`src/hw/readback_cfg.svh`:
```
// Constants for the configuration memory readback sequencer
`ifndef READBACK_CFG_SVH
`define READBACK_CFG_SVH
`define W_DUMMY        32'hFFFF_FFFF
`define W_BUS_SYNC     32'h0000_00BB
`define W_BUS_DETECT   32'h1122_0044
`define W_SYNC         32'hAA99_5566
`define W_NOOP         32'h2000_0000
`define W_HDR_CMD      32'h3000_8001
`define W_HDR_FRAME_AD 32'h3000_2001
`define W_HDR_FDO_RD0  32'h2800_6000
`define W_HDR_T2_READ  32'h4800_0000
`define T2_COUNT_MASK  32'h07FF_FFFF
`define CMD_SHUTDOWN   32'h0000_000B
`define CMD_RESET_CRC  32'h0000_0007
`define CMD_READ_CFG   32'h0000_0004
`define CMD_START      32'h0000_0005
`define CMD_REL_SYNC   32'h0000_000D
`define NOOPS_SETTLE   6'd5
`define NOOPS_FLUSH    6'd32
`define NOOPS_TAIL     6'd2
`define READ_LATENCY   2'd3
`define CLK_DIV_HALF   2'd2
`define SEQ_LEN        6'd38
`endif

```
`src/hw/readback_pkg.sv`:
```
// Types for the configuration memory readback sequencer
package readback_pkg;
  typedef struct packed {
    logic [31:0] frame_addr;
    logic [15:0] words_per_frame;
    logic [15:0] frames;
  } job_t;

  typedef struct packed {
    logic [31:0] data;
    logic        first_frame;
  } word_out_t;

  typedef enum logic [2:0] {
    ST_IDLE  = 3'b000,
    ST_WRITE = 3'b001,
    ST_TURN  = 3'b010,
    ST_READ  = 3'b011,
    ST_BACK  = 3'b100,
    ST_TAIL  = 3'b101,
    ST_WAIT  = 3'b110
  } state_t;
endpackage

```
`src/hw/level_sync.sv`:
```
// Two flip-flop synchroniser for a single level
`timescale 1ns/100ps
module level_sync (
  input  wire logic i_clk,
  input  wire logic i_rst_n,
  input  wire logic i_level,
  output logic      o_level
);
  logic meta;
  always_ff @(posedge i_clk or negedge i_rst_n)
  begin
    if (!i_rst_n)
    begin
      meta    <= 1'b0;
      o_level <= 1'b0;
    end
    else
    begin
      meta    <= i_level;
      o_level <= meta;
    end
  end
endmodule // level_sync

```
`src/hw/word_rom.sv`:
```
// Write-phase word table, indexed by step
`include "readback_cfg.svh"
`timescale 1ns/100ps
module word_rom (
  input  wire logic [5:0]  i_index,
  input  wire logic [31:0] i_frame_addr,
  input  wire logic [31:0] i_read_count,
  output logic      [31:0] o_word
);
  always_comb
  begin
    case (i_index)
      6'd0, 6'd3 : o_word = `W_DUMMY;
      6'd1       : o_word = `W_BUS_SYNC;
      6'd2       : o_word = `W_BUS_DETECT;
      6'd4       : o_word = `W_SYNC;
      6'd5       : o_word = `W_NOOP;
      6'd6       : o_word = `W_HDR_CMD;
      6'd7       : o_word = `CMD_SHUTDOWN;
      6'd8       : o_word = `W_NOOP;
      6'd9       : o_word = `W_HDR_CMD;
      6'd10      : o_word = `CMD_RESET_CRC;
      6'd11      : o_word = `W_NOOP;
      6'd17      : o_word = `W_HDR_CMD;
      6'd18      : o_word = `CMD_READ_CFG;
      6'd19      : o_word = `W_NOOP;
      6'd20      : o_word = `W_HDR_FRAME_AD;
      6'd21      : o_word = i_frame_addr;
      6'd22      : o_word = `W_HDR_FDO_RD0;
      6'd23      : o_word = `W_HDR_T2_READ | (i_read_count & `T2_COUNT_MASK);
      6'd24      : o_word = `W_NOOP;
      6'd25      : o_word = `W_HDR_CMD;
      6'd26      : o_word = `CMD_START;
      6'd27      : o_word = `W_NOOP;
      6'd28      : o_word = `W_HDR_CMD;
      6'd29      : o_word = `CMD_RESET_CRC;
      6'd30      : o_word = `W_NOOP;
      6'd31      : o_word = `W_HDR_CMD;
      6'd32      : o_word = `CMD_REL_SYNC;
      default    : o_word = `W_NOOP;
    endcase
  end
endmodule // word_rom

```
`src/hw/readback_seq.sv`:
```
// Host sequencer that reads back configuration frame memory over the parallel port
`include "readback_cfg.svh"
`timescale 1ns/100ps
module readback_seq (
  input  wire logic                  i_mclk,
  input  wire logic                  i_rst_n,
  input  wire logic                  i_start,
  input  readback_pkg::job_t         i_job,
  output logic                       o_busy,
  output logic                       o_finished,
  output readback_pkg::word_out_t    o_word,
  output logic                       o_word_valid,
  output logic                       o_config_clock,
  output logic                       o_chip_select_n,
  output logic                       o_read_write_select,
  output logic [31:0]                o_data_out,
  output logic                       o_data_oe,
  input  wire logic [31:0]           i_data_in,
  input  wire logic                  i_done
);
  readback_pkg::state_t state;
  readback_pkg::state_t next_state;
  logic [1:0]  div;
  logic [1:0]  next_div;
  logic        link_clk;
  logic        next_link_clk;
  logic [5:0]  index;
  logic [5:0]  next_index;
  logic [31:0] count;
  logic [31:0] next_count;
  logic [31:0] frame_left;
  logic [31:0] next_frame_left;
  logic [1:0]  lat;
  logic [1:0]  next_lat;
  logic        first;
  logic        next_first;
  logic        cs_n;
  logic        next_cs_n;
  logic        rdwr;
  logic        next_rdwr;
  logic        oe;
  logic        next_oe;
  logic [31:0] dout;
  logic [31:0] next_dout;
  readback_pkg::word_out_t wout;
  readback_pkg::word_out_t next_wout;
  logic        wval;
  logic        next_wval;
  logic        fin;
  logic        next_fin;
  readback_pkg::job_t job;
  readback_pkg::job_t next_job;
  logic [31:0] total;
  logic [31:0] rom_word;
  logic        done_s;
  logic [31:0] din_s;
  logic        fall;

  // Host makes the link clock by dividing its own clock; no second domain
  // Outputs move on the falling link edge so they stand still around each rising edge the device samples
  assign fall  = (div == `CLK_DIV_HALF - 2'd1) && link_clk;
  assign total = 32'(job.words_per_frame) * (32'(job.frames) + 32'd1);

  level_sync u_done_sync (
    .i_clk   (i_mclk),
    .i_rst_n (i_rst_n),
    .i_level (i_done),
    .o_level (done_s)
  );

  // Read data comes from pins: two flops per bit before the read logic takes it
  for (genvar b = 0; b < 32; b++)
  begin : g_din_sync
    level_sync u_din_sync (
      .i_clk   (i_mclk),
      .i_rst_n (i_rst_n),
      .i_level (i_data_in[b]),
      .o_level (din_s[b])
    );
  end

  word_rom u_rom (
    .i_index      (index),
    .i_frame_addr (job.frame_addr),
    .i_read_count (total),
    .o_word       (rom_word)
  );

  always_comb
  begin
    next_state      = state;
    next_div        = (div == `CLK_DIV_HALF - 2'd1) ? 2'd0 : div + 2'd1;
    next_link_clk   = (div == `CLK_DIV_HALF - 2'd1) ? !link_clk : link_clk;
    next_index      = index;
    next_count      = count;
    next_frame_left = frame_left;
    next_lat        = lat;
    next_first      = first;
    next_cs_n       = cs_n;
    next_rdwr       = rdwr;
    next_oe         = oe;
    next_dout       = dout;
    next_wout       = wout;
    next_wval       = 1'b0;
    next_fin        = 1'b0;
    next_job        = job;
    // Pin outputs change only on falling edges so the device samples stable values; o_word_valid and o_finished pulses clear on the next clock
    if (fall)
    begin
      case (state)
        readback_pkg::ST_IDLE:
        begin
          if (i_start)
          begin
            next_job   = i_job;
            next_index = 6'd0;
            next_state = readback_pkg::ST_WRITE;
          end
        end
        readback_pkg::ST_WRITE:
        begin
          // the table walks write words 0 to 24; words 25 to 32 go out in ST_WAIT
          next_cs_n  = 1'b0;
          next_rdwr  = 1'b0;
          next_oe    = 1'b1;
          next_dout  = rom_word;
          next_index = index + 6'd1;
          if (index == 6'd24)
          begin
            // Flush run: reuse count for thirty-two no-ops
            next_count = 32'(`NOOPS_FLUSH) - 32'd1;
            next_state = readback_pkg::ST_TAIL;
            next_index = 6'd24;
          end
        end
        readback_pkg::ST_TAIL:
        begin
          next_dout = `W_NOOP;
          if (count == 32'd0)
          begin
            next_cs_n  = 1'b1;
            next_state = readback_pkg::ST_TURN;
          end
          else
            next_count = count - 32'd1;
        end
        readback_pkg::ST_TURN:
        begin
          next_oe    = 1'b0;
          next_rdwr  = 1'b1;
          // Synchronised read data trails the pins by one more link cycle
          next_lat   = `READ_LATENCY;
          next_count = total;
          next_frame_left = 32'(job.words_per_frame);
          next_first = 1'b1;
          next_state = readback_pkg::ST_READ;
        end
        readback_pkg::ST_READ:
        begin
          next_cs_n = 1'b0;
          if (!cs_n && lat != 2'd0)
            next_lat = lat - 2'd1;
          else if (!cs_n && count != 32'd0)
          begin
            next_wout.data        = din_s;
            next_wout.first_frame = first;
            next_wval             = !first;
            next_count            = count - 32'd1;
            if (frame_left == 32'd1)
            begin
              next_first      = 1'b0;
              next_frame_left = 32'(job.words_per_frame);
            end
            else
              next_frame_left = frame_left - 32'd1;
            if (count == 32'd1)
            begin
              next_cs_n  = 1'b1;
              next_state = readback_pkg::ST_BACK;
            end
          end
        end
        readback_pkg::ST_BACK:
        begin
          next_rdwr  = 1'b0;
          next_oe    = 1'b1;
          next_dout  = `W_NOOP;
          next_index = 6'd24;
          next_state = readback_pkg::ST_WAIT;
        end
        readback_pkg::ST_WAIT:
        begin
          // trailer words then clock until done
          next_cs_n = 1'b0;
          next_dout = rom_word;
          // Index 32 is release-sync; the tail no-ops go out before done is looked at
          if (index < 6'd33 + `NOOPS_TAIL)
            next_index = index + 6'd1;
          else if (done_s)
          begin
            next_cs_n  = 1'b1;
            next_oe    = 1'b0;
            next_fin   = 1'b1;
            next_state = readback_pkg::ST_IDLE;
          end
        end
        default: next_state = readback_pkg::ST_IDLE;
      endcase
    end
  end

  always_ff @(posedge i_mclk or negedge i_rst_n)
  begin
    if (!i_rst_n)
    begin
      state      <= readback_pkg::ST_IDLE;
      div        <= 2'd0;
      link_clk   <= 1'b0;
      index      <= 6'd0;
      count      <= 32'd0;
      frame_left <= 32'd0;
      lat        <= 2'd0;
      first      <= 1'b0;
      cs_n       <= 1'b1;
      rdwr       <= 1'b0;
      oe         <= 1'b0;
      dout       <= 32'h0000_0000;
      wout       <= '0;
      wval       <= 1'b0;
      fin        <= 1'b0;
      job        <= '0;
    end
    else
    begin
      state      <= next_state;
      div        <= next_div;
      link_clk   <= next_link_clk;
      index      <= next_index;
      count      <= next_count;
      frame_left <= next_frame_left;
      lat        <= next_lat;
      first      <= next_first;
      cs_n       <= next_cs_n;
      rdwr       <= next_rdwr;
      oe         <= next_oe;
      dout       <= next_dout;
      wout       <= next_wout;
      wval       <= next_wval;
      fin        <= next_fin;
      job        <= next_job;
    end
  end

  assign o_busy              = (state != readback_pkg::ST_IDLE);
  assign o_finished          = fin;
  assign o_word              = wout;
  assign o_word_valid        = wval;
  assign o_config_clock      = link_clk;
  assign o_chip_select_n     = cs_n;
  assign o_read_write_select = rdwr;
  assign o_data_out          = dout;
  assign o_data_oe           = oe;
endmodule // readback_seq

```
`config.mk`:
```
export PLATFORM = sky130hd
export DESIGN_NAME = readback_seq
export DESIGN_NICKNAME = d
export VERILOG_FILES = /design/src/hw/readback_pkg.sv /design/src/hw/level_sync.sv /design/src/hw/word_rom.sv /design/src/hw/readback_seq.sv
export VERILOG_INCLUDE_DIRS = /design/src /design/src/hw
export SDC_FILE = /design/constraint.sdc
export NUM_CORES = 1
export LEC_CHECK = 0
export BUFFER_PORTS_ARGS = -buffer_cell sky130_fd_sc_hd__buf_2
export CAP_MARGIN = 20
export CORE_ASPECT_RATIO = 0.6
export CORE_UTILIZATION = 60
export DETAILED_ROUTE_END_ITERATION = 16
export GPL_ROUTABILITY_DRIVEN = 0
export PLACE_DENSITY = 0.77
export SYNTH_ARGS = -nofsm -noshare
export SYNTH_HDL_FRONTEND = slang
export SYNTH_SLANG_ARGS = --single-unit
export TNS_END_PERCENT = 20
```
`constraint.sdc`:
```
create_clock -name i_mclk -period 9.7 [get_ports i_mclk]
set_input_delay 0.485 -clock i_mclk [delete_from_list [all_inputs] [get_ports i_mclk]]
set_output_delay 0.485 -clock i_mclk [all_outputs]
set_load 0.01 [all_outputs]
```
Word-level counts from Yosys, hierarchy flattened
Index checks and enable logic that the tools add are counted. W data, S select, Z words.

Bits in read-only memories: 0. Input bits: 100. Bits in registers: 279. Bits in writable memories: 0. Logic and storage cells: 221. Memories: 0. Output and inout port bits: 72. Bits in latches: 0.

$lt $le $gt $ge: 1. Multiplexer cells: 48. Shifts and indexed selects: 0. Multipliers: 1. Bitwise operators: 1. Add/sub/neg operators: 6. Reduce and logical (&&, ||, !) cells: 37. Equal/unequal tests: 42. Divide/modulo/power cells: 0.

Operator list (count): $pmux W32 S14 (1); $mux W32 (7); $pmux W32 S2 (2); $pmux W32 S4 (1); $eq A6 B5 Y1 const B (12); $eq A32 B1 Y1 const B (2); $sub A32 B1 Y32 const B (2); $logic_not A32 Y1 (1); $mul A16 B17 Y32 (1); $reduce_bool A32 Y1 (1); $mux W3 (8); $pmux W6 S4 (1); $ne A2 B2 Y1 const B (11); $pmux W3 S7 (1); $eq A6 B3 Y1 const B (3); $mux W6 (3); $add A16 B1 Y17 const B (1); $mux W1 (17); $reduce_and A4 Y1 (4); $eq A6 B2 Y1 const B (2); $eq A6 B4 Y1 const B (2); $reduce_bool A4 Y1 (3); $reduce_or A2 Y1 (5); $eq A3 B3 Y1 const B (3); 28 further kinds (42).

Depth between registers and ports, before layout
Gate-level depths: netlist (run 1).

Depth in word-level cells: 6. Gate-level depth with buffers: 27. Depth with buffers taken out: 26.

By module
From an unflattened synthesis (run 1), not the netlist that was laid out.

Cell total of the unflattened synthesis: 2188. Area, all modules: 21424.3 um^2.

Modules (own cells, without submodules): readback_seq (times used 1, sequential area each 5331.4 um^2, cells each 1983, area each 18860.6 um^2); level_sync (times used 33, sequential area each 50.0 um^2, cells each 2, area each 50.0 um^2); word_rom (times used 1, sequential area each 0.0 um^2, cells each 139, area each 912.1 um^2).

Worst setup path before layout (run 1)
No wires, ideal clock.

Kind: reg2reg. Start point: reg job[0] (netlist bit). End point: reg count[28]. Period minus slack after synthesis: 6.941 ns. Data required time: 9.569 ns. Buffers on the path: 2. Path slack: 2.759 ns. Cell stages (with the launch flop): 26. Arrival time: 6.809 ns. Library setup time: 0.131 ns. Cell sequence: dfrtp_1 > ha_1 > and3_1 > nand3_1 > nor3_1 > clkbuf_1 > nand2_1 > fa_1 > fa_1 > inv_1 > fa_1 > fa_1 > fa_1 > inv_1 > fa_1 > inv_1 > ha_1 > clkbuf_1 > nand3_1 > or3_1 > nor3_1 > o21ai_0 > a21oi_1 > o21a_1 > nor3_1 > or3_1.

Cells in the longest elaborated chain, start to end: 3.

RTL lines: start, declared (RTL line readback_seq.sv:51) `readback_pkg::job_t job;`; start signal, assigned (RTL line readback_seq.sv:250) `job <= next_job;`; $add A16 B1 Y17 (RTL line readback_seq.sv:62) `assign total = 32'(job.words_per_frame) * (32'(job.frames) + 32'd1);`; $mul A16 B17 Y32 (RTL line readback_seq.sv:62); $pmux W32 S4 (RTL line readback_seq.sv:110) `case (state)`; end signal, assigned (RTL line readback_seq.sv:239) `count <= next_count;`; end, declared (RTL line readback_seq.sv:29) `logic [31:0] count;`.

Every way passes these cells. A chain may end at the register's enable or synchronous reset.

Final worst setup path (run 1)
Start point: reg job[3] (netlist bit). End point: reg count[31].

Same word-level chain as after synthesis.

==> results.py, run 1 <==
metrics = {
    "placed_design": {
        "placedInstanceArea_um2": 22400,
        "place.detailed.hpwl_um": 42400,
        "port_buffers": 171,
    },
    "floorplan": {
        "total_die_area_um2": 36100,
        "start_util_pct": 61.9,
        "number_of_top_level_pins": 172,
        "die-width_um": 245,
        "row_count": 52,
        "core_um2": 34200,
        "fp.dieH_um": 148,
    },
    "logic_synthesis": {
        "post_synth_fa_ha_maj_area_fraction_pct": 26.1,
        "mappedNetlistArea_um2": 21200,
        "synth-xor-area-share_pct": 2.31,
        "synthesis.area_per_instance_um2": 9.70,
        "post_synth_main_area_contributors": "sky130_fd_sc_hd__dfrtp_1, sky130_fd_sc_hd__fa_1, sky130_fd_sc_hd__ha_1",
        "synth-compound-area-share_pct": 11.7,
        "synth_top_area_cell": "sky130_fd_sc_hd__dfrtp_1",
        "synth-async-reset-ratio_pct": 100,
        "main_combinational_cell_family_by_area_after_synthesis": "adder cells",
        "post_synth_net_total": 2604,
        "yosys_warnings": 0,
        "syn_inst": 2186,
        "synth_edf_count": 0,
        "synthDistinctLibCells": 77,
        "netlist_top_cells_count": "sky130_fd_sc_hd__dfrtp_1, sky130_fd_sc_hd__nand2_1, sky130_fd_sc_hd__inv_1, sky130_fd_sc_hd__fa_1, sky130_fd_sc_hd__o21ai_0",
        "yosys.cell_count.top_type": "sky130_fd_sc_hd__dfrtp_1",
        "ys_seq_elements": 279,
        "muxShareOfSynthArea_pct": 5.15,
        "synth_simple_gate_area_share_pct": 15.0,
        "synth.yosys.seq_area_share_pct": 32.9,
        "ys_dominant_reg_cell": "sky130_fd_sc_hd__dfrtp_1",
        "netlist.area_leader.share_pct": 32.8,
    },
    "timing": {
        "clock.fmax_ghz": 0.126,
        "worst_pin_slew_ns": 1.11,
        "grt_setup_unrepaired": "false",
        "timing_max_transition_violations_final": 0,
        "timing.setup.tns_ns": 0,
        "finalCriticalPeriod_ns": 7.94,
        "final.setup_skew_ns": 0.0243,
        "report.final.setup_viol": 0,
        "worst_slew_margin_rel_pct": 25.1,
        "fin_crit_sh_pct": 81.8,
        "final_hold_viol_count": 0,
    },
    "worst_setup_path": {
        "critical_path.max_stage_delay_ns": 0.95,
        "path_common_cell": "sky130_fd_sc_hd__fa_1",
        "setup.worst_path.end_class": "register",
        "startpoint_type": "register",
        "path_delay_family": "adder cells",
        "critical_path.cell_chain": "and3_1, and3_1, nand3_1, xnor2_2, nand2_1, fa_1, fa_1, inv_1, fa_1, ha_1, fa_1, fa_1, ha_1, a21o_1, o41ai_1, o31ai_1, a22oi_1, o31ai_1, xnor2_1, o221ai_1",
        "cp_num_cells": 20,
        "worst-endpoint-required_ns": 10.12,
        "worst_path_max_delay_cell": "sky130_fd_sc_hd__o41ai_1",
        "critical_path_buf_inv_count": 1,
        "critPathKind": "reg2reg",
        "timing.critical_path.fanout_max": 16,
        "critical_path_arrival_ns": 8.36,
        "timing.reg2reg.worst_path_depth": 20,
    },
    "global_routing": {
        "grt.met3_usage_pct": 8.91,
        "first_global_vias": 17188,
        "first_pass_grt_wire_length_um": 92700,
        "gr-usage-all-layers_pct": 32.8,
        "gr-usage-met1_pct": 47.1,
        "gr-total-overflow": 0,
        "antenna_violations_before_repair": 1,
        "busiest_layer": "met2",
        "globalRouteMet2Util_pct": 49.5,
        "grt_max_degree": 93,
    },
    "route": {
        "drtIter0Drc": 1794,
        "num_vias": 17030,
        "route.detailed.vias_per_inst": 6.06,
        "wl_per_cell_um": 20.4,
        "dr.pass1.iters": 6,
        "drc_errors_left": 0,
        "detail-route-antenna-nets": 0,
        "wirelength_um": 57300,
    },
    "clocking": {
        "post_cts_buffers": 0,
        "cts_hold_buf": 25,
        "tritoncts": "built",
        "worst_setup_hold_path_clk_slew_ns": 0.07,
        "cts_resized": 0,
        "clockRootBuffer": "sky130_fd_sc_hd__clkbuf_16",
        "htreeDepth": 1,
        "cts_inserted_buffers": 26,
        "cts.path.max_buffers": 3,
        "clk_latency_ns": 0.58,
        "cts.sink_count": 279,
    },
    "pwr": {
        "leakage_uw": 0.0120,
        "power.ir.vdd_worst_v": 0.000157,
        "design_power_total_uw": 2280,
        "p_per_area_nw_per_um2": 96.7,
    },
    "final_layout": {
        "final_layout_size_suffix_gt1_share_pct": 15.1,
        "n_fill_cell": 2670,
        "finish.utilization_pct": 69.0,
        "final-seq-area_um2": 6980,
        "syn_to_final_growth_pct": 11.4,
        "multiInputGateArea_um2": 12800,
        "layout.nets": 2746,
        "fin_area_um2": 23600,
    },
    "hold_path": {
        "hp-class": "in2reg",
        "worstHoldPathCells": 1,
    },
    "job": {
        "cap_violations": 0,
    },
    "run_status": {
        "result_of_the_run": "finished, final reports clean",
    },
}
## area by class of cell
class | count | area share [%]
Multi-Input combinational cell | 1525 | 54.1
Clock buffer | 39 | 3.34
Clock inverter | 9 | 0.344
Sequential cell | 279 | 29.6
Inverter | 265 | 4.21
Timing Repair Buffer | 231 | 5.94
Tap cell | 459 | 2.43
Antenna cell | 1 | 0.0106
## metrics by stage
step	hold WS, ns	setup WS, ns	std cells
after floorplan	0.189	2.76	2186
after global placement	0.331	1.99	2731
final	0.0233	1.76	2808
after global routing	0.00624	1.39	2807
after CTS	0.0000480	1.60	2804
after detailed placement	0.335	1.60	2731
## where the power goes
group          switching, uW  total [uW]  internal [uW]
clock                    477        1050            568
sequential              3.90        1180           1180
combinational           32.1        55.6           23.6
total                    513        2280           1770
## registers in the layout, indices dropped and copies added, names as in the netlist, 6 cells and up
| register | cells |
|---|---|
| o_word | 33 |
| g_din_sync.u_din_sync.o_level | 32 |
| count | 32 |
| job | 64 |
| g_din_sync.u_din_sync.meta | 32 |
| index | 6 |
| frame_left | 32 |
| o_data_out | 32 |
## final timing paths
path	startpoint	to	slack [ns]
setup / recovery	job[3]	count[31]	1.76
hold / removal	i_data_in[27]	g_din_sync[27].u_din_sync.meta	0.02
max in group asynchronous	i_rst_n	job[1]	7.31
hold reg to reg	g_din_sync[5].u_din_sync.meta	g_din_sync[5].u_din_sync.o_level	0.34
setup reg to reg	job[3]	count[31]	1.76
min in group asynchronous	i_rst_n	g_din_sync[28].u_din_sync.o_level	0.49
## cell usage in the layout, fill, tap and decap left out, types with 7 or more instances in the layout
master / count
sky130_fd_sc_hd__dfrtp_1: 278
sky130_fd_sc_hd__nand2_1: 268
sky130_fd_sc_hd__inv_1: 264
sky130_fd_sc_hd__fa_1: 207
sky130_fd_sc_hd__buf_2: 170
sky130_fd_sc_hd__o21ai_0: 126
sky130_fd_sc_hd__and2_1: 111
sky130_fd_sc_hd__ha_1: 111
sky130_fd_sc_hd__nor2_1: 104
sky130_fd_sc_hd__a21oi_1: 94
sky130_fd_sc_hd__mux2_2: 88
sky130_fd_sc_hd__nor3_1: 44
sky130_fd_sc_hd__nand3_1: 35
sky130_fd_sc_hd__buf_4: 33
sky130_fd_sc_hd__xnor2_1: 28
sky130_fd_sc_hd__xor2_1: 26
sky130_fd_sc_hd__clkbuf_16: 26
sky130_fd_sc_hd__dlygate4sd3_1: 26
sky130_fd_sc_hd__nor2b_1: 20
sky130_fd_sc_hd__a21o_1: 19
sky130_fd_sc_hd__a221oi_1: 19
sky130_fd_sc_hd__nand2b_1: 14
sky130_fd_sc_hd__nor4_1: 14
sky130_fd_sc_hd__a31oi_1: 11
sky130_fd_sc_hd__o21a_1: 10
sky130_fd_sc_hd__and3_1: 9
sky130_fd_sc_hd__nand4_1: 9
sky130_fd_sc_hd__o221ai_1: 9
sky130_fd_sc_hd__or3_1: 9
sky130_fd_sc_hd__mux2_1: 9
sky130_fd_sc_hd__clkbuf_8: 9
sky130_fd_sc_hd__or4_1: 7
sky130_fd_sc_hd__o31ai_1: 7
sky130_fd_sc_hd__a211oi_1: 7
sky130_fd_sc_hd__o22ai_1: 7
## per-layer routing
metal	wire, um	part of all wire (%)
met4	1340	2.3
met2	25800	45
met5	0	0
met1	23800	42
met3	6350	11
## kinds of logic after synthesis
| family | Yosys count |
|---|---|
| AOI/OAI and AO/OA | 389 |
| xor gates and xnor gates | 56 |
| adders and majority gates | 318 |
| buffers and inverters | 382 |
| DFF | 279 |
| muxes | 97 |
| and+or+nand+nor | 665 |
(Power assumes the default switching activity.)
==> inputs of run 2 (changes only) <==
Clock period 9.7 ns to 8.1 ns, I/O delays scaled along.
==> run 2 against run 1 <==
- sequential power rose by 19%
- cell area rose by 0.68%
- final cell count rose by 0.43%
- largest power group unchanged
==> results.py, run 2 (synthesized netlist as in run 1, its figures left out) <==
metrics = {
    "route": {
        "route.detailed.vias_per_inst": 6.06,
        "drtIter0Drc": 1876,
        "dr.pass1.iters": 6,
        "wl_per_cell_um": 20.2,
        "drc_errors_left": 0,
        "num_vias": 17090,
        "detail-route-antenna-nets": 0,
        "wirelength_um": 57000,
    },
    "final_layout": {
        "final_layout_size_suffix_gt1_share_pct": 15.1,
        "largest_reg_flops": 64,
        "layout.cells.non_filler": 2820,
        "layout.cells.most_common_list": "sky130_fd_sc_hd__dfrtp_1, sky130_fd_sc_hd__nand2_1, sky130_fd_sc_hd__inv_1",
        "layout.nets": 2757,
        "syn_to_final_growth_pct": 12.1,
        "most_common_cell_after_layout_fill_and_taps_aside": "sky130_fd_sc_hd__dfrtp_1",
        "top_register": "job",
        "finish.utilization_pct": 69.5,
    },
    "clocking": {
        "cts_inserted_buffers": 28,
        "cts.path.max_buffers": 3,
        "tritoncts": "built",
        "cts_resized": 0,
        "clockRootBuffer": "sky130_fd_sc_hd__clkbuf_16",
        "post_cts_buffers": 0,
        "htreeDepth": 1,
        "cts.sink_count": 279,
        "worst_setup_hold_path_clk_slew_ns": 0.07,
        "cts_hold_buf": 34,
        "clk_latency_ns": 0.59,
    },
    "worst_setup_path": {
        "critPathKind": "reg2reg",
        "setup.worst_path.end_class": "register",
        "cp-startpoint": "job[3]",
        "worst-endpoint-required_ns": 8.61,
        "startpoint_type": "register",
        "worstReg2RegStart": "job[3]",
        "timing.critical_path.fanout_max": 14,
        "critical_path_arrival_ns": 8.20,
    },
    "hold_path": {
        "hold_path.startpoint": "i_job[53]",
        "hp-class": "in2reg",
    },
    "pwr": {
        "leakage_uw": 0.0121,
        "power.ir.vdd_worst_v": 0.000196,
        "p_per_area_nw_per_um2": 120,
    },
    "timing": {
        "worst_slew_margin_rel_pct": 23.4,
        "final_hold_viol_count": 0,
        "finalCriticalPeriod_ns": 7.68,
        "report.final.setup_viol": 0,
        "timing_max_transition_violations_final": 0,
        "grt_setup_unrepaired": "false",
        "setup_ws_ns": 0.416,
        "final.setup_skew_ns": 0.0203,
        "timing.setup.tns_ns": 0,
        "timing.hold.ws_ns": 0.0498,
        "clock.fmax_ghz": 0.130,
        "worst_pin_slew_ns": 1.15,
        "fin_crit_sh_pct": 94.9,
    },
    "global_routing": {
        "gr-total-overflow": 0,
        "antenna_violations_before_repair": 2,
        "first_pass_grt_wire_length_um": 92200,
        "grt_max_degree": 152,
        "gr-usage-all-layers_pct": 32.5,
        "first_global_vias": 17246,
    },
    "floorplan": {
        "number_of_top_level_pins": 172,
        "fp.dieH_um": 148,
        "core_um2": 34200,
        "die-width_um": 245,
        "row_count": 52,
        "total_die_area_um2": 36100,
        "start_util_pct": 61.9,
    },
    "placed_design": {
        "place_worst_setup_slack_ns": 0.611,
        "port_buffers": 171,
        "post-place-cells": 2734,
        "place.detailed.hpwl_um": 42300,
    },
    "run_status": {
        "result_of_the_run": "finished, final reports clean",
    },
    "job": {
        "cap_violations": 0,
    },
}
[run 2: changes by cell type in the layout (fill, tap and decap cells not counted), sizes merged]
cell,change
buf,+1
dlygate4sd3,+8
clkbuf,-3
clkinvlp,+2
bufinv,+3
inv,+2
clkinv,-1
[run 2: critical path, cell delays in order, from the launching register on]
cell,delay [ns]
sky130_fd_sc_hd__dfrtp_1,0.43
sky130_fd_sc_hd__and3_1,0.23
sky130_fd_sc_hd__and3_1,0.22
sky130_fd_sc_hd__nand3_1,0.21
sky130_fd_sc_hd__nor2_1,0.17
sky130_fd_sc_hd__xor2_1,0.34
sky130_fd_sc_hd__buf_4,0.29
sky130_fd_sc_hd__and2_1,0.18
sky130_fd_sc_hd__fa_1,0.40
sky130_fd_sc_hd__inv_1,0.08
sky130_fd_sc_hd__fa_1,0.43
sky130_fd_sc_hd__fa_1,0.52
sky130_fd_sc_hd__inv_1,0.06
sky130_fd_sc_hd__fa_1,0.49
sky130_fd_sc_hd__fa_1,0.49
sky130_fd_sc_hd__inv_1,0.05
sky130_fd_sc_hd__fa_1,0.50
sky130_fd_sc_hd__inv_1,0.05
sky130_fd_sc_hd__ha_1,0.43
sky130_fd_sc_hd__nand3_1,0.19
sky130_fd_sc_hd__or3_1,0.36
sky130_fd_sc_hd__nor3_1,0.18
sky130_fd_sc_hd__o21ai_0,0.20
sky130_fd_sc_hd__a21oi_1,0.31
sky130_fd_sc_hd__o21ai_0,0.20
sky130_fd_sc_hd__a2111oi_0,0.41
sky130_fd_sc_hd__or3_1,0.17
[run 2: cell type report]
type | instances | area [um2]
clock buffers | 36 | 771
multi-input cells | 1525 | 12800
inverters | 265 | 995
repair buffers | 240 | 1480
fillers | 2588 | 10500
flip-flops and latches | 279 | 6980
clock inverters | 15 | 195
well taps | 459 | 574
diodes | 1 | 2.50
[run 2: path summary, 6_finish.rpt]
path,cells after the start,endpoint,slack (ns)
setup / recovery,26,count[28],0.42
hold / removal,2,job[53],0.05
setup reg to reg,26,count[28],0.42
hold reg to reg,0,g_din_sync[2].u_din_sync.o_level,0.35
max in group asynchronous,3,job[23],6.22
min in group asynchronous,2,g_din_sync[30].u_din_sync.meta,0.50
[run 2: metal layers]
layer | global-route usage (%) | share of wire, % | wire length (um)
met1 | 48.3 | 43 | 24400
met2 | 47.9 | 44 | 24900
met3 | 7.06 | 11 | 6040
met4 | 9.38 | 2.9 | 1670
met5 | 0 | 0 | 0
[run 2: where the power goes]
| part | leakage (uW) | switching, uW | internal [uW] | total [uW] |
|---|---|---|---|---|
| clock network | 0.000470 | 591 | 776 | 1370 |
| logic | 0.00791 | 39.0 | 29.4 | 68.4 |
| registers | 0.00370 | 4.60 | 1410 | 1410 |
| total | 0.0121 | 634 | 2220 | 2850 |
[run 2: per-stage QoR]
stage	instance area [um2]	power, uW
4_1_cts	23800	2870
6_report	23800	2850
5_1_grt	23800	2920
3_5_place_dp	22500	1500
2_1_floorplan	21200	1440
3_3_place_gp	22500	1490
